File: config.mk
export PLATFORM = sky130hd
export DESIGN_NAME = irq_vectoring
export DESIGN_NICKNAME = d
export VERILOG_FILES = /design/src/irq_vec_pkg.sv /design/src/irq_vectoring.sv /design/src/tick_divider.sv
export SDC_FILE = /design/constraint.sdc
export NUM_CORES = 1
export LEC_CHECK = 0
export BUFFER_PORTS_ARGS = -buffer_cell sky130_fd_sc_hd__buf_2
export CAP_MARGIN = 30
export CORE_ASPECT_RATIO = 0.75
export CORE_UTILIZATION = 54
export CTS_BUF_LIST = sky130_fd_sc_hd__clkbuf_2 sky130_fd_sc_hd__clkbuf_4 sky130_fd_sc_hd__clkbuf_8
export CTS_CLUSTER_SIZE = 30
export DETAILED_ROUTE_END_ITERATION = 16
export GPL_ROUTABILITY_DRIVEN = 0
export PLACE_DENSITY = 0.76
export SYNTH_ARGS = -nofsm -noshare
export SYNTH_HDL_FRONTEND = slang
export SYNTH_HIERARCHICAL = 1
export SYNTH_SLANG_ARGS = --single-unit
File: constraint.sdc
create_clock -name mclk -period 1.7 [get_ports mclk]
set_clock_uncertainty 0.2 [all_clocks]
set_input_delay 0.085 -clock mclk [delete_from_list [all_inputs] [get_ports mclk]]
set_output_delay 0.085 -clock mclk [all_outputs]
set_load 0.01 [all_outputs]
File: src/irq_vec_pkg.sv
package irq_vec_pkg;

  // Register indices on the plain register port.
  localparam logic [2:0] ADDR_CORE_CTRL    = 3'h0;
  localparam logic [2:0] ADDR_CORE_FLAGS   = 3'h1;
  localparam logic [2:0] ADDR_MEMBER_EN    = 3'h2;
  localparam logic [2:0] ADDR_MEMBER_FLAGS = 3'h3;
  localparam logic [2:0] ADDR_TICK_CTRL    = 3'h4;

  // Core control bits.
  localparam int C_GIE   = 0;
  localparam int C_EN0   = 1;
  localparam int C_EN1   = 2;
  localparam int C_ENSER = 3;
  localparam int C_ENSH  = 4;
  localparam int CORE_EN_W = 5;

  // Core request flags.
  localparam int F_C0  = 0;
  localparam int F_C1  = 1;
  localparam int F_SER = 2;
  localparam int F_SH  = 3;
  localparam int CORE_FLAG_W = 4;

  // Member sources behind the shared interrupt.
  localparam int M_CONV   = 0;
  localparam int M_TICK0  = 1;
  localparam int M_TICK1  = 2;
  localparam int M_CMP    = 3;
  localparam int M_PERIPH = 4;
  localparam int M_EEPROM = 5;
  localparam int M_LVD    = 6;
  localparam int N_MEMBERS = 7;

  // Time base control fields.
  localparam int TICK_ON_BIT  = 7;
  localparam int TICK_SEL_BIT = 6;
  localparam int TICK0_SEL_LSB = 0;
  localparam int TICK0_SEL_W   = 3;
  localparam int TICK_CNT_W    = 15;
  localparam logic [15:0] TICK0_BASE_SPAN = 16'h0100;
  localparam logic [14:0] TICK1_MASK      = 15'h0fff;
  localparam int SYS_DIV_W = 2;

  // Reset values.
  localparam logic [7:0] REG_RESET = 8'h00;

  // Call vectors.
  localparam logic [7:0] VEC_COUNTER0 = 8'h0c;
  localparam logic [7:0] VEC_COUNTER1 = 8'h10;
  localparam logic [7:0] VEC_SERIAL   = 8'h14;
  localparam logic [7:0] VEC_SHARED   = 8'h18;

  typedef enum {SRC_NONE, SRC_C0, SRC_C1, SRC_SER, SRC_SH} irq_src_t;

endpackage

File: src/irq_vectoring.sv
`timescale 1ns/10ps
module irq_vectoring
  import irq_vec_pkg::*;
(
  input  logic       mclk,
  input  logic       reset,
  input  logic [2:0] reg_addr,
  input  logic [7:0] reg_wdata,
  input  logic       reg_wr,
  input  logic       reg_rd,
  output logic [7:0] reg_rdata,
  input  logic       counter0_overflow,
  input  logic       counter1_overflow,
  input  logic       serial_byte_done,
  input  logic       conv_done,
  input  logic       periph_edge,
  input  logic       eeprom_done,
  input  logic       low_volt_event,
  input  logic       cmp_out,
  input  logic       tick_source_clock,
  input  logic       stack_full,
  output logic       call_pulse,
  output logic [7:0] call_vector,
  output logic       wake_up
);

  logic [CORE_EN_W-1:0]   core_en;
  logic [CORE_FLAG_W-1:0] core_flag;
  logic [N_MEMBERS-1:0]   member_en;
  logic [N_MEMBERS-1:0]   member_flag;
  logic [7:0]             time_base_control;
  logic [SYS_DIV_W-1:0]   sys_div;
  logic [1:0]             sync1;
  logic [1:0]             sync2;
  logic [1:0]             sync3;
  logic [1:0]             level;
  logic [10:0]            all_prev;

  logic                   wr_ctrl;
  logic                   wr_flags;
  logic                   wr_men;
  logic                   wr_mflags;
  logic                   wr_tick;
  logic [1:0]             agree;
  logic                   cmp_change;
  logic                   tick_src_rise;
  logic                   sys_quarter;
  logic                   tick_step;
  logic                   tick0_pulse;
  logic                   tick1_pulse;
  logic [N_MEMBERS-1:0]   member_evt;
  logic                   shared_set;
  logic [CORE_FLAG_W-1:0] core_evt;
  logic [CORE_FLAG_W-1:0] pending;
  irq_src_t               take_src;
  logic                   take;
  logic [CORE_FLAG_W-1:0] svc_clear;
  logic [CORE_FLAG_W-1:0] next_core_flag;
  logic [N_MEMBERS-1:0]   next_member_flag;
  logic [CORE_EN_W-1:0]   next_core_en;
  logic [10:0]            all_flags;
  logic [7:0]             rd_mux;

  // Fixed priority: the lowest vector address wins.
  function automatic irq_src_t pick_src(input logic [CORE_FLAG_W-1:0] p);
    irq_src_t s;
    s = SRC_NONE;
    if (p[F_C0])
      s = SRC_C0;
    else if (p[F_C1])
      s = SRC_C1;
    else if (p[F_SER])
      s = SRC_SER;
    else if (p[F_SH])
      s = SRC_SH;
    return s;
  endfunction

  // Vector address and flag bit of a source.
  function automatic logic [7:0] vec_of(input irq_src_t s);
    logic [7:0] v;
    v = VEC_SHARED;
    if (s == SRC_C0)
      v = VEC_COUNTER0;
    else if (s == SRC_C1)
      v = VEC_COUNTER1;
    else if (s == SRC_SER)
      v = VEC_SERIAL;
    return v;
  endfunction

  function automatic logic [CORE_FLAG_W-1:0] bit_of(input irq_src_t s);
    logic [CORE_FLAG_W-1:0] b;
    b = '0;
    if (s == SRC_C0)
      b[F_C0] = 1'b1;
    else if (s == SRC_C1)
      b[F_C1] = 1'b1;
    else if (s == SRC_SER)
      b[F_SER] = 1'b1;
    else if (s == SRC_SH)
      b[F_SH] = 1'b1;
    return b;
  endfunction

  // Register write decode.
  assign wr_ctrl   = reg_wr && (reg_addr == ADDR_CORE_CTRL);
  assign wr_flags  = reg_wr && (reg_addr == ADDR_CORE_FLAGS);
  assign wr_men    = reg_wr && (reg_addr == ADDR_MEMBER_EN);
  assign wr_mflags = reg_wr && (reg_addr == ADDR_MEMBER_FLAGS);
  assign wr_tick   = reg_wr && (reg_addr == ADDR_TICK_CTRL);

  // The comparator and the time base clock are asynchronous, so
  // each passes three flops and counts once the last two agree.
  genvar gi;
  generate
    for (gi = 0; gi < 2; gi++)
    begin : g_sync
      always_ff @(posedge mclk)
      begin
        if (reset)
        begin
          sync1[gi] <= 1'b0;
          sync2[gi] <= 1'b0;
          sync3[gi] <= 1'b0;
          level[gi] <= 1'b0;
        end
        else
        begin
          sync1[gi] <= gi == 0 ? cmp_out : tick_source_clock;
          sync2[gi] <= sync1[gi];
          sync3[gi] <= sync2[gi];
          if (agree[gi])
            level[gi] <= sync3[gi];
        end
      end
      assign agree[gi] = sync2[gi] == sync3[gi];
    end
  endgenerate

  assign cmp_change    = agree[0] && (sync3[0] != level[0]);
  assign tick_src_rise = agree[1] && sync3[1] && !level[1];

  // A quarter of the system clock is the other time base source.
  always_ff @(posedge mclk)
  begin
    if (reset)
      sys_div <= '0;
    else
      sys_div <= sys_div + SYS_DIV_W'(1);
  end

  assign sys_quarter = &sys_div;
  assign tick_step   = time_base_control[TICK_SEL_BIT] ? sys_quarter
                                                       : tick_src_rise;

  tick_divider u_tick (
    .mclk        (mclk),
    .reset       (reset),
    .run         (time_base_control[TICK_ON_BIT]),
    .step        (tick_step),
    .period_sel  (time_base_control[TICK0_SEL_LSB +: TICK0_SEL_W]),
    .tick0_pulse (tick0_pulse),
    .tick1_pulse (tick1_pulse)
  );

  // Member events and their contribution to the shared flag.
  assign member_evt = {low_volt_event, eeprom_done, periph_edge,
                       cmp_change, tick1_pulse, tick0_pulse,
                       conv_done};
  assign shared_set = |(member_evt & member_en);
  assign core_evt   = {shared_set, serial_byte_done,
                       counter1_overflow, counter0_overflow};

  // Requests that may be vectored, before the global gate.
  assign pending[F_C0]  = core_flag[F_C0] && core_en[C_EN0];
  assign pending[F_C1]  = core_flag[F_C1] && core_en[C_EN1];
  assign pending[F_SER] = core_flag[F_SER] && core_en[C_ENSER];
  assign pending[F_SH]  = core_flag[F_SH] && core_en[C_ENSH];
  assign take_src  = pick_src(pending);
  assign take      = core_en[C_GIE] && !stack_full
                     && (take_src != SRC_NONE);
  assign svc_clear = take ? bit_of(take_src) : '0;

  // Hardware sets win over both software and service clears.
  assign next_core_flag = ((wr_flags ? reg_wdata[CORE_FLAG_W-1:0]
                                     : core_flag) & ~svc_clear)
                          | core_evt;
  assign next_member_flag = (wr_mflags ? reg_wdata[N_MEMBERS-1:0]
                                       : member_flag) | member_evt;
  assign next_core_en = (wr_ctrl ? reg_wdata[CORE_EN_W-1:0] : core_en)
                        & ~(CORE_EN_W'(take) << C_GIE);

  // Flag and enable storage.
  always_ff @(posedge mclk)
  begin
    if (reset)
    begin
      core_en           <= CORE_EN_W'(REG_RESET);
      core_flag         <= CORE_FLAG_W'(REG_RESET);
      member_en         <= N_MEMBERS'(REG_RESET);
      member_flag       <= N_MEMBERS'(REG_RESET);
      time_base_control <= REG_RESET;
    end
    else
    begin
      core_en     <= next_core_en;
      core_flag   <= next_core_flag;
      member_flag <= next_member_flag;
      if (wr_men)
        member_en <= reg_wdata[N_MEMBERS-1:0];
      if (wr_tick)
        time_base_control <= reg_wdata;
    end
  end

  // The call is issued one cycle after the grant; the global enable
  // is already low by then, so a second call cannot follow at once.
  always_ff @(posedge mclk)
  begin
    if (reset)
    begin
      call_pulse  <= 1'b0;
      call_vector <= VEC_COUNTER0;
    end
    else
    begin
      call_pulse <= take;
      if (take)
        call_vector <= vec_of(take_src);
    end
  end

  // Wake-up ignores every enable bit.
  assign all_flags = {member_flag, core_flag};

  always_ff @(posedge mclk)
  begin
    if (reset)
    begin
      all_prev <= '0;
      wake_up  <= 1'b0;
    end
    else
    begin
      all_prev <= all_flags;
      wake_up  <= |(all_flags & ~all_prev);
    end
  end

  // Read mux; unmapped indices read as zero.
  assign rd_mux = (reg_addr == ADDR_CORE_CTRL)    ? 8'(core_en) :
                  (reg_addr == ADDR_CORE_FLAGS)   ? 8'(core_flag) :
                  (reg_addr == ADDR_MEMBER_EN)    ? 8'(member_en) :
                  (reg_addr == ADDR_MEMBER_FLAGS) ? 8'(member_flag) :
                  (reg_addr == ADDR_TICK_CTRL)    ? time_base_control :
                                                    REG_RESET;

  always_ff @(posedge mclk)
  begin
    if (reset)
      reg_rdata <= REG_RESET;
    else
      reg_rdata <= reg_rd ? rd_mux : REG_RESET;
  end
endmodule

File: src/tick_divider.sv
`timescale 1ns/10ps
module tick_divider
  import irq_vec_pkg::*;
(
  input  logic                   mclk,
  input  logic                   reset,
  input  logic                   run,
  input  logic                   step,
  input  logic [TICK0_SEL_W-1:0] period_sel,
  output logic                   tick0_pulse,
  output logic                   tick1_pulse
);

  logic [TICK_CNT_W-1:0] count;
  logic [TICK_CNT_W-1:0] mask0;
  logic                  adv;
  logic                  wrap0;
  logic                  wrap1;

  // Tick0 span is 256 steps shifted by the code.
  assign mask0 = TICK_CNT_W'((TICK0_BASE_SPAN << period_sel) - 16'h0001);
  assign adv   = run && step;
  assign wrap0 = adv && ((count & mask0) == mask0);
  assign wrap1 = adv && ((count & TICK1_MASK) == TICK1_MASK);

  // The count holds while stopped so a restart resumes the phase.
  always_ff @(posedge mclk)
  begin
    if (reset)
    begin
      count       <= '0;
      tick0_pulse <= 1'b0;
      tick1_pulse <= 1'b0;
    end
    else
    begin
      if (adv)
        count <= count + TICK_CNT_W'(1);
      tick0_pulse <= wrap0;
      tick1_pulse <= wrap1;
    end
  end

endmodule

==> impl_metrics.py <==
metrics = {
    "outcome": {
        "outcome": "finished, violations left",
        "violations": "negative setup slack",
    },
    "cts": {
        "cts_tree": "built",
        "worstSkewPairLatency_ps": 360,
        "clockRootBuffer": "clkbuf_8",
        "htreeDepth": 3,
        "clock_path_buffers": 2,
        "clock_sinks": 82,
        "cts_buffers": 9,
        "clk_pin_slew_ps": 80,
    },
    "finish": {
        "regArea_sq_um": 1650,
        "drive_gt1_share_pct": 21.1,
        "areaGrowthSynthToFinish_pct": 25.5,
        "nets": 503,
        "design_area_sq_um": 4440,
        "fillerInstances": 503,
        "instances_no_fill": 560,
        "antenna-diode-count": 0,
        "multi_input_area_sq_um": 1760,
    },
    "worst_hold_path": {
        "hold_path_class": "primary input to register",
    },
    "grt": {
        "grt_start_max_net_pins": 76,
        "gr-max-usage-layer": "met2",
        "grt_use_met2_pct": 37.3,
        "grt_use_total_pct": 25.0,
        "grt_use_met3_pct": 8.39,
        "grt_pass1_wl_mm": 13.0,
        "grtUsageMet1_pct": 33.7,
        "antenna_found_initial": 0,
        "overflow": 0,
        "grt_pass1_vias": 2751,
    },
    "die": {
        "coreArea_sq_um": 6320,
        "fp.dieH_um": 72.1,
        "io_pins": 43,
        "die_area_sq_um": 6890,
        "num_rows": 25,
        "die_w_um": 95.5,
        "initial_utilization_pct": 56.0,
    },
    "drt": {
        "drt_wl_total_mm": 8.30,
        "drt_iter0_drc": 240,
        "wire_per_inst_um": 14.8,
        "drc_errors": 0,
        "drtPass1Iterations": 8,
        "via_per_inst": 5.47,
        "num_vias": 3064,
        "ant_nets": 0,
    },
    "sta": {
        "post-route-min-period_ps": 1740,
        "setup_viol": 3,
        "max_freq_mhz": 574,
        "slew_violations": 0,
        "fin_tns_setup_ps": -87.6,
        "fin_ws_ps": -43.4,
        "rsz0062_at_grt": "true",
        "finalHoldViolCount": 0,
        "min_period_over_period_pct": 103,
    },
    "logic_synthesis": {
        "synth_enable_flop_cells": 0,
        "synth_async_sr_flop_share_pct": 0,
        "synth-xor-area-share_pct": 2.97,
        "synthesis.area_sq_um": 3540,
        "synth_warnings": 6,
        "ys_top_cells_by_count": "dfxtp_1, nor2_1, inv_1",
        "ys_seq_elements": 82,
        "syn_inst": 397,
        "synthSimpleGateAreaFrac_pct": 23.5,
        "synth.avg_cell_area_sq_um": 8.92,
        "synth_most_common_cell": "dfxtp_1",
        "yosys.area.top_type_share_pct": 46.4,
        "synthAdderAreaFrac_pct": 1.06,
        "muxShareOfSynthArea_pct": 7.67,
        "synth_top_family_by_area": "simple AND/OR/NAND/NOR gates",
        "synth_flop_cell": "dfxtp_1",
        "synth_area_leaders": "dfxtp_1, mux2i_1, nor2_1",
        "synth_cell_types": 48,
        "synth_top_area_cell": "dfxtp_1",
        "synth-compound-area-share_pct": 11.3,
        "seq_area_frac_synth_pct": 46.4,
    },
    "critical_path": {
        "cp_data_arrival_time_ps": 1790,
        "worst_setup_path_start_kind": "register",
        "worstSetupEndpointType": "register",
        "crit_path_max_fanout": 5,
        "crit_type": "register to register",
        "cp.required_ps": 1750,
    },
    "placed_design": {
        "dp_cells": 516,
        "place_ws_ps": -84.9,
        "port_buffers": 37,
        "place_hpwl_mm": 5.44,
        "placed_area_sq_um": 3890,
    },
    "power_and_ir_drop": {
        "ir_drop_v": 0.000429,
        "leakage_uw": 0.00181,
        "p_per_area_nw_per_um2": 825,
        "finalPower_uw": 3660,
    },
    "job": {
        "cap_violations": 0,
    },
}
[per-stage QoR]
stage	util [%]	hold WS, ps
detailed placement	61.5	101
CTS	69.0	20.2
global route	70.3	38.6
finish	70.3	41.5
global placement	61.5	97.9
floorplan	-	13.2
[worst max-delay path, stage by stage, from the launching register on]
cell	delay [ps]
dfxtp_2	360
ha_4	130
a22o_4	160
nand4_1	180
or3_1	410
xor2_1	140
nor2_1	50
[sequential cells by signal (all words and copies together) (netlist names), 3 cells and up]
| register | cells |
|---|---|
| call_vector | 3 |
| time_base_control | 8 |
| reg_rdata | 8 |
| member_en | 7 |
| core_en | 5 |
| core_flag | 4 |
| member_flag | 7 |
| u_tick/count | 15 |
| all_prev | 11 |
[cell families (layout without fill, tap and decap cells)]
kind of cell / count (synthesis) / count (layout)
AND/OR/NAND/NOR: 158 / 158
flip-flops: 82 / 82
AO/OA/AOI/OAI: 61 / 61
buffers and inverters: 53 / 131
multiplexers: 27 / 27
XOR/XNOR: 12 / 12
adder cells (fa/ha/maj): 3 / 3
other: 1 / 5
[layout by cell type (no fill, tap or decap), types with 4 or more instances in the layout]
cell,n
a21oi_1,17
a31oi_1,11
and3_1,4
buf_2,37
buf_4,23
clkbuf_8,11
conb_1,5
dfxtp_1,77
dfxtp_2,5
dlygate4sd3_1,26
inv_1,28
mux2i_1,26
nand2_1,24
nand2b_1,8
nand3_1,11
nand4_1,5
nor2_1,53
nor2b_1,24
nor3_1,7
nor3b_1,4
o21ai_0,6
o22ai_1,6
xnor2_1,8
xor2_1,4
[area by class of cell]
| type | count | share of cell area, % |
|---|---|---|
| clock inverter | 4 | 0.620 |
| multi-input combinational | 266 | 39.6 |
| clock buffer | 11 | 3.41 |
| sequential | 82 | 37.1 |
| inverter | 28 | 2.37 |
| timing repair buffer | 88 | 14.6 |
| tap | 81 | 2.28 |
[power breakdown]
| part | total [uW] | internal (uW) | switching (uW) |
|---|---|---|---|
| logic | 351 | 175 | 177 |
| registers | 2020 | 1970 | 43.9 |
| clock network | 1290 | 599 | 696 |
[what timing repair did]
item | 4_1_cts | 5_1_grt
setup endpoints to repair | 5 | 15
hold buffers | 27 | 0
endpoints found under the hold margin | 40 | 0
setup buffers | 0 | 2
gates resized for setup | 6 | 14
pin swaps | 1 | 3
[worst paths after layout]
check                                  from  depth (start not counted)  slack [ps]               to
worst max-delay path             sys_div[0]                          6         -40  u_tick/count[7]
worst min-delay path            reg_addr[0]                          4          40     reg_rdata[4]
worst max register to register   sys_div[0]                          6         -40  u_tick/count[7]
worst min register to register   sys_div[0]                          1         230       sys_div[0]
[layer usage]
layer / part of all wire (%) / vias up
met1: 47 / 1428
met3: 6.9 / 20
met2: 45 / 125
li1: - / 1491
met5: 0 / -
met4: 2.0 / 0
No activity file was read; power rests on OpenSTA's default activity.
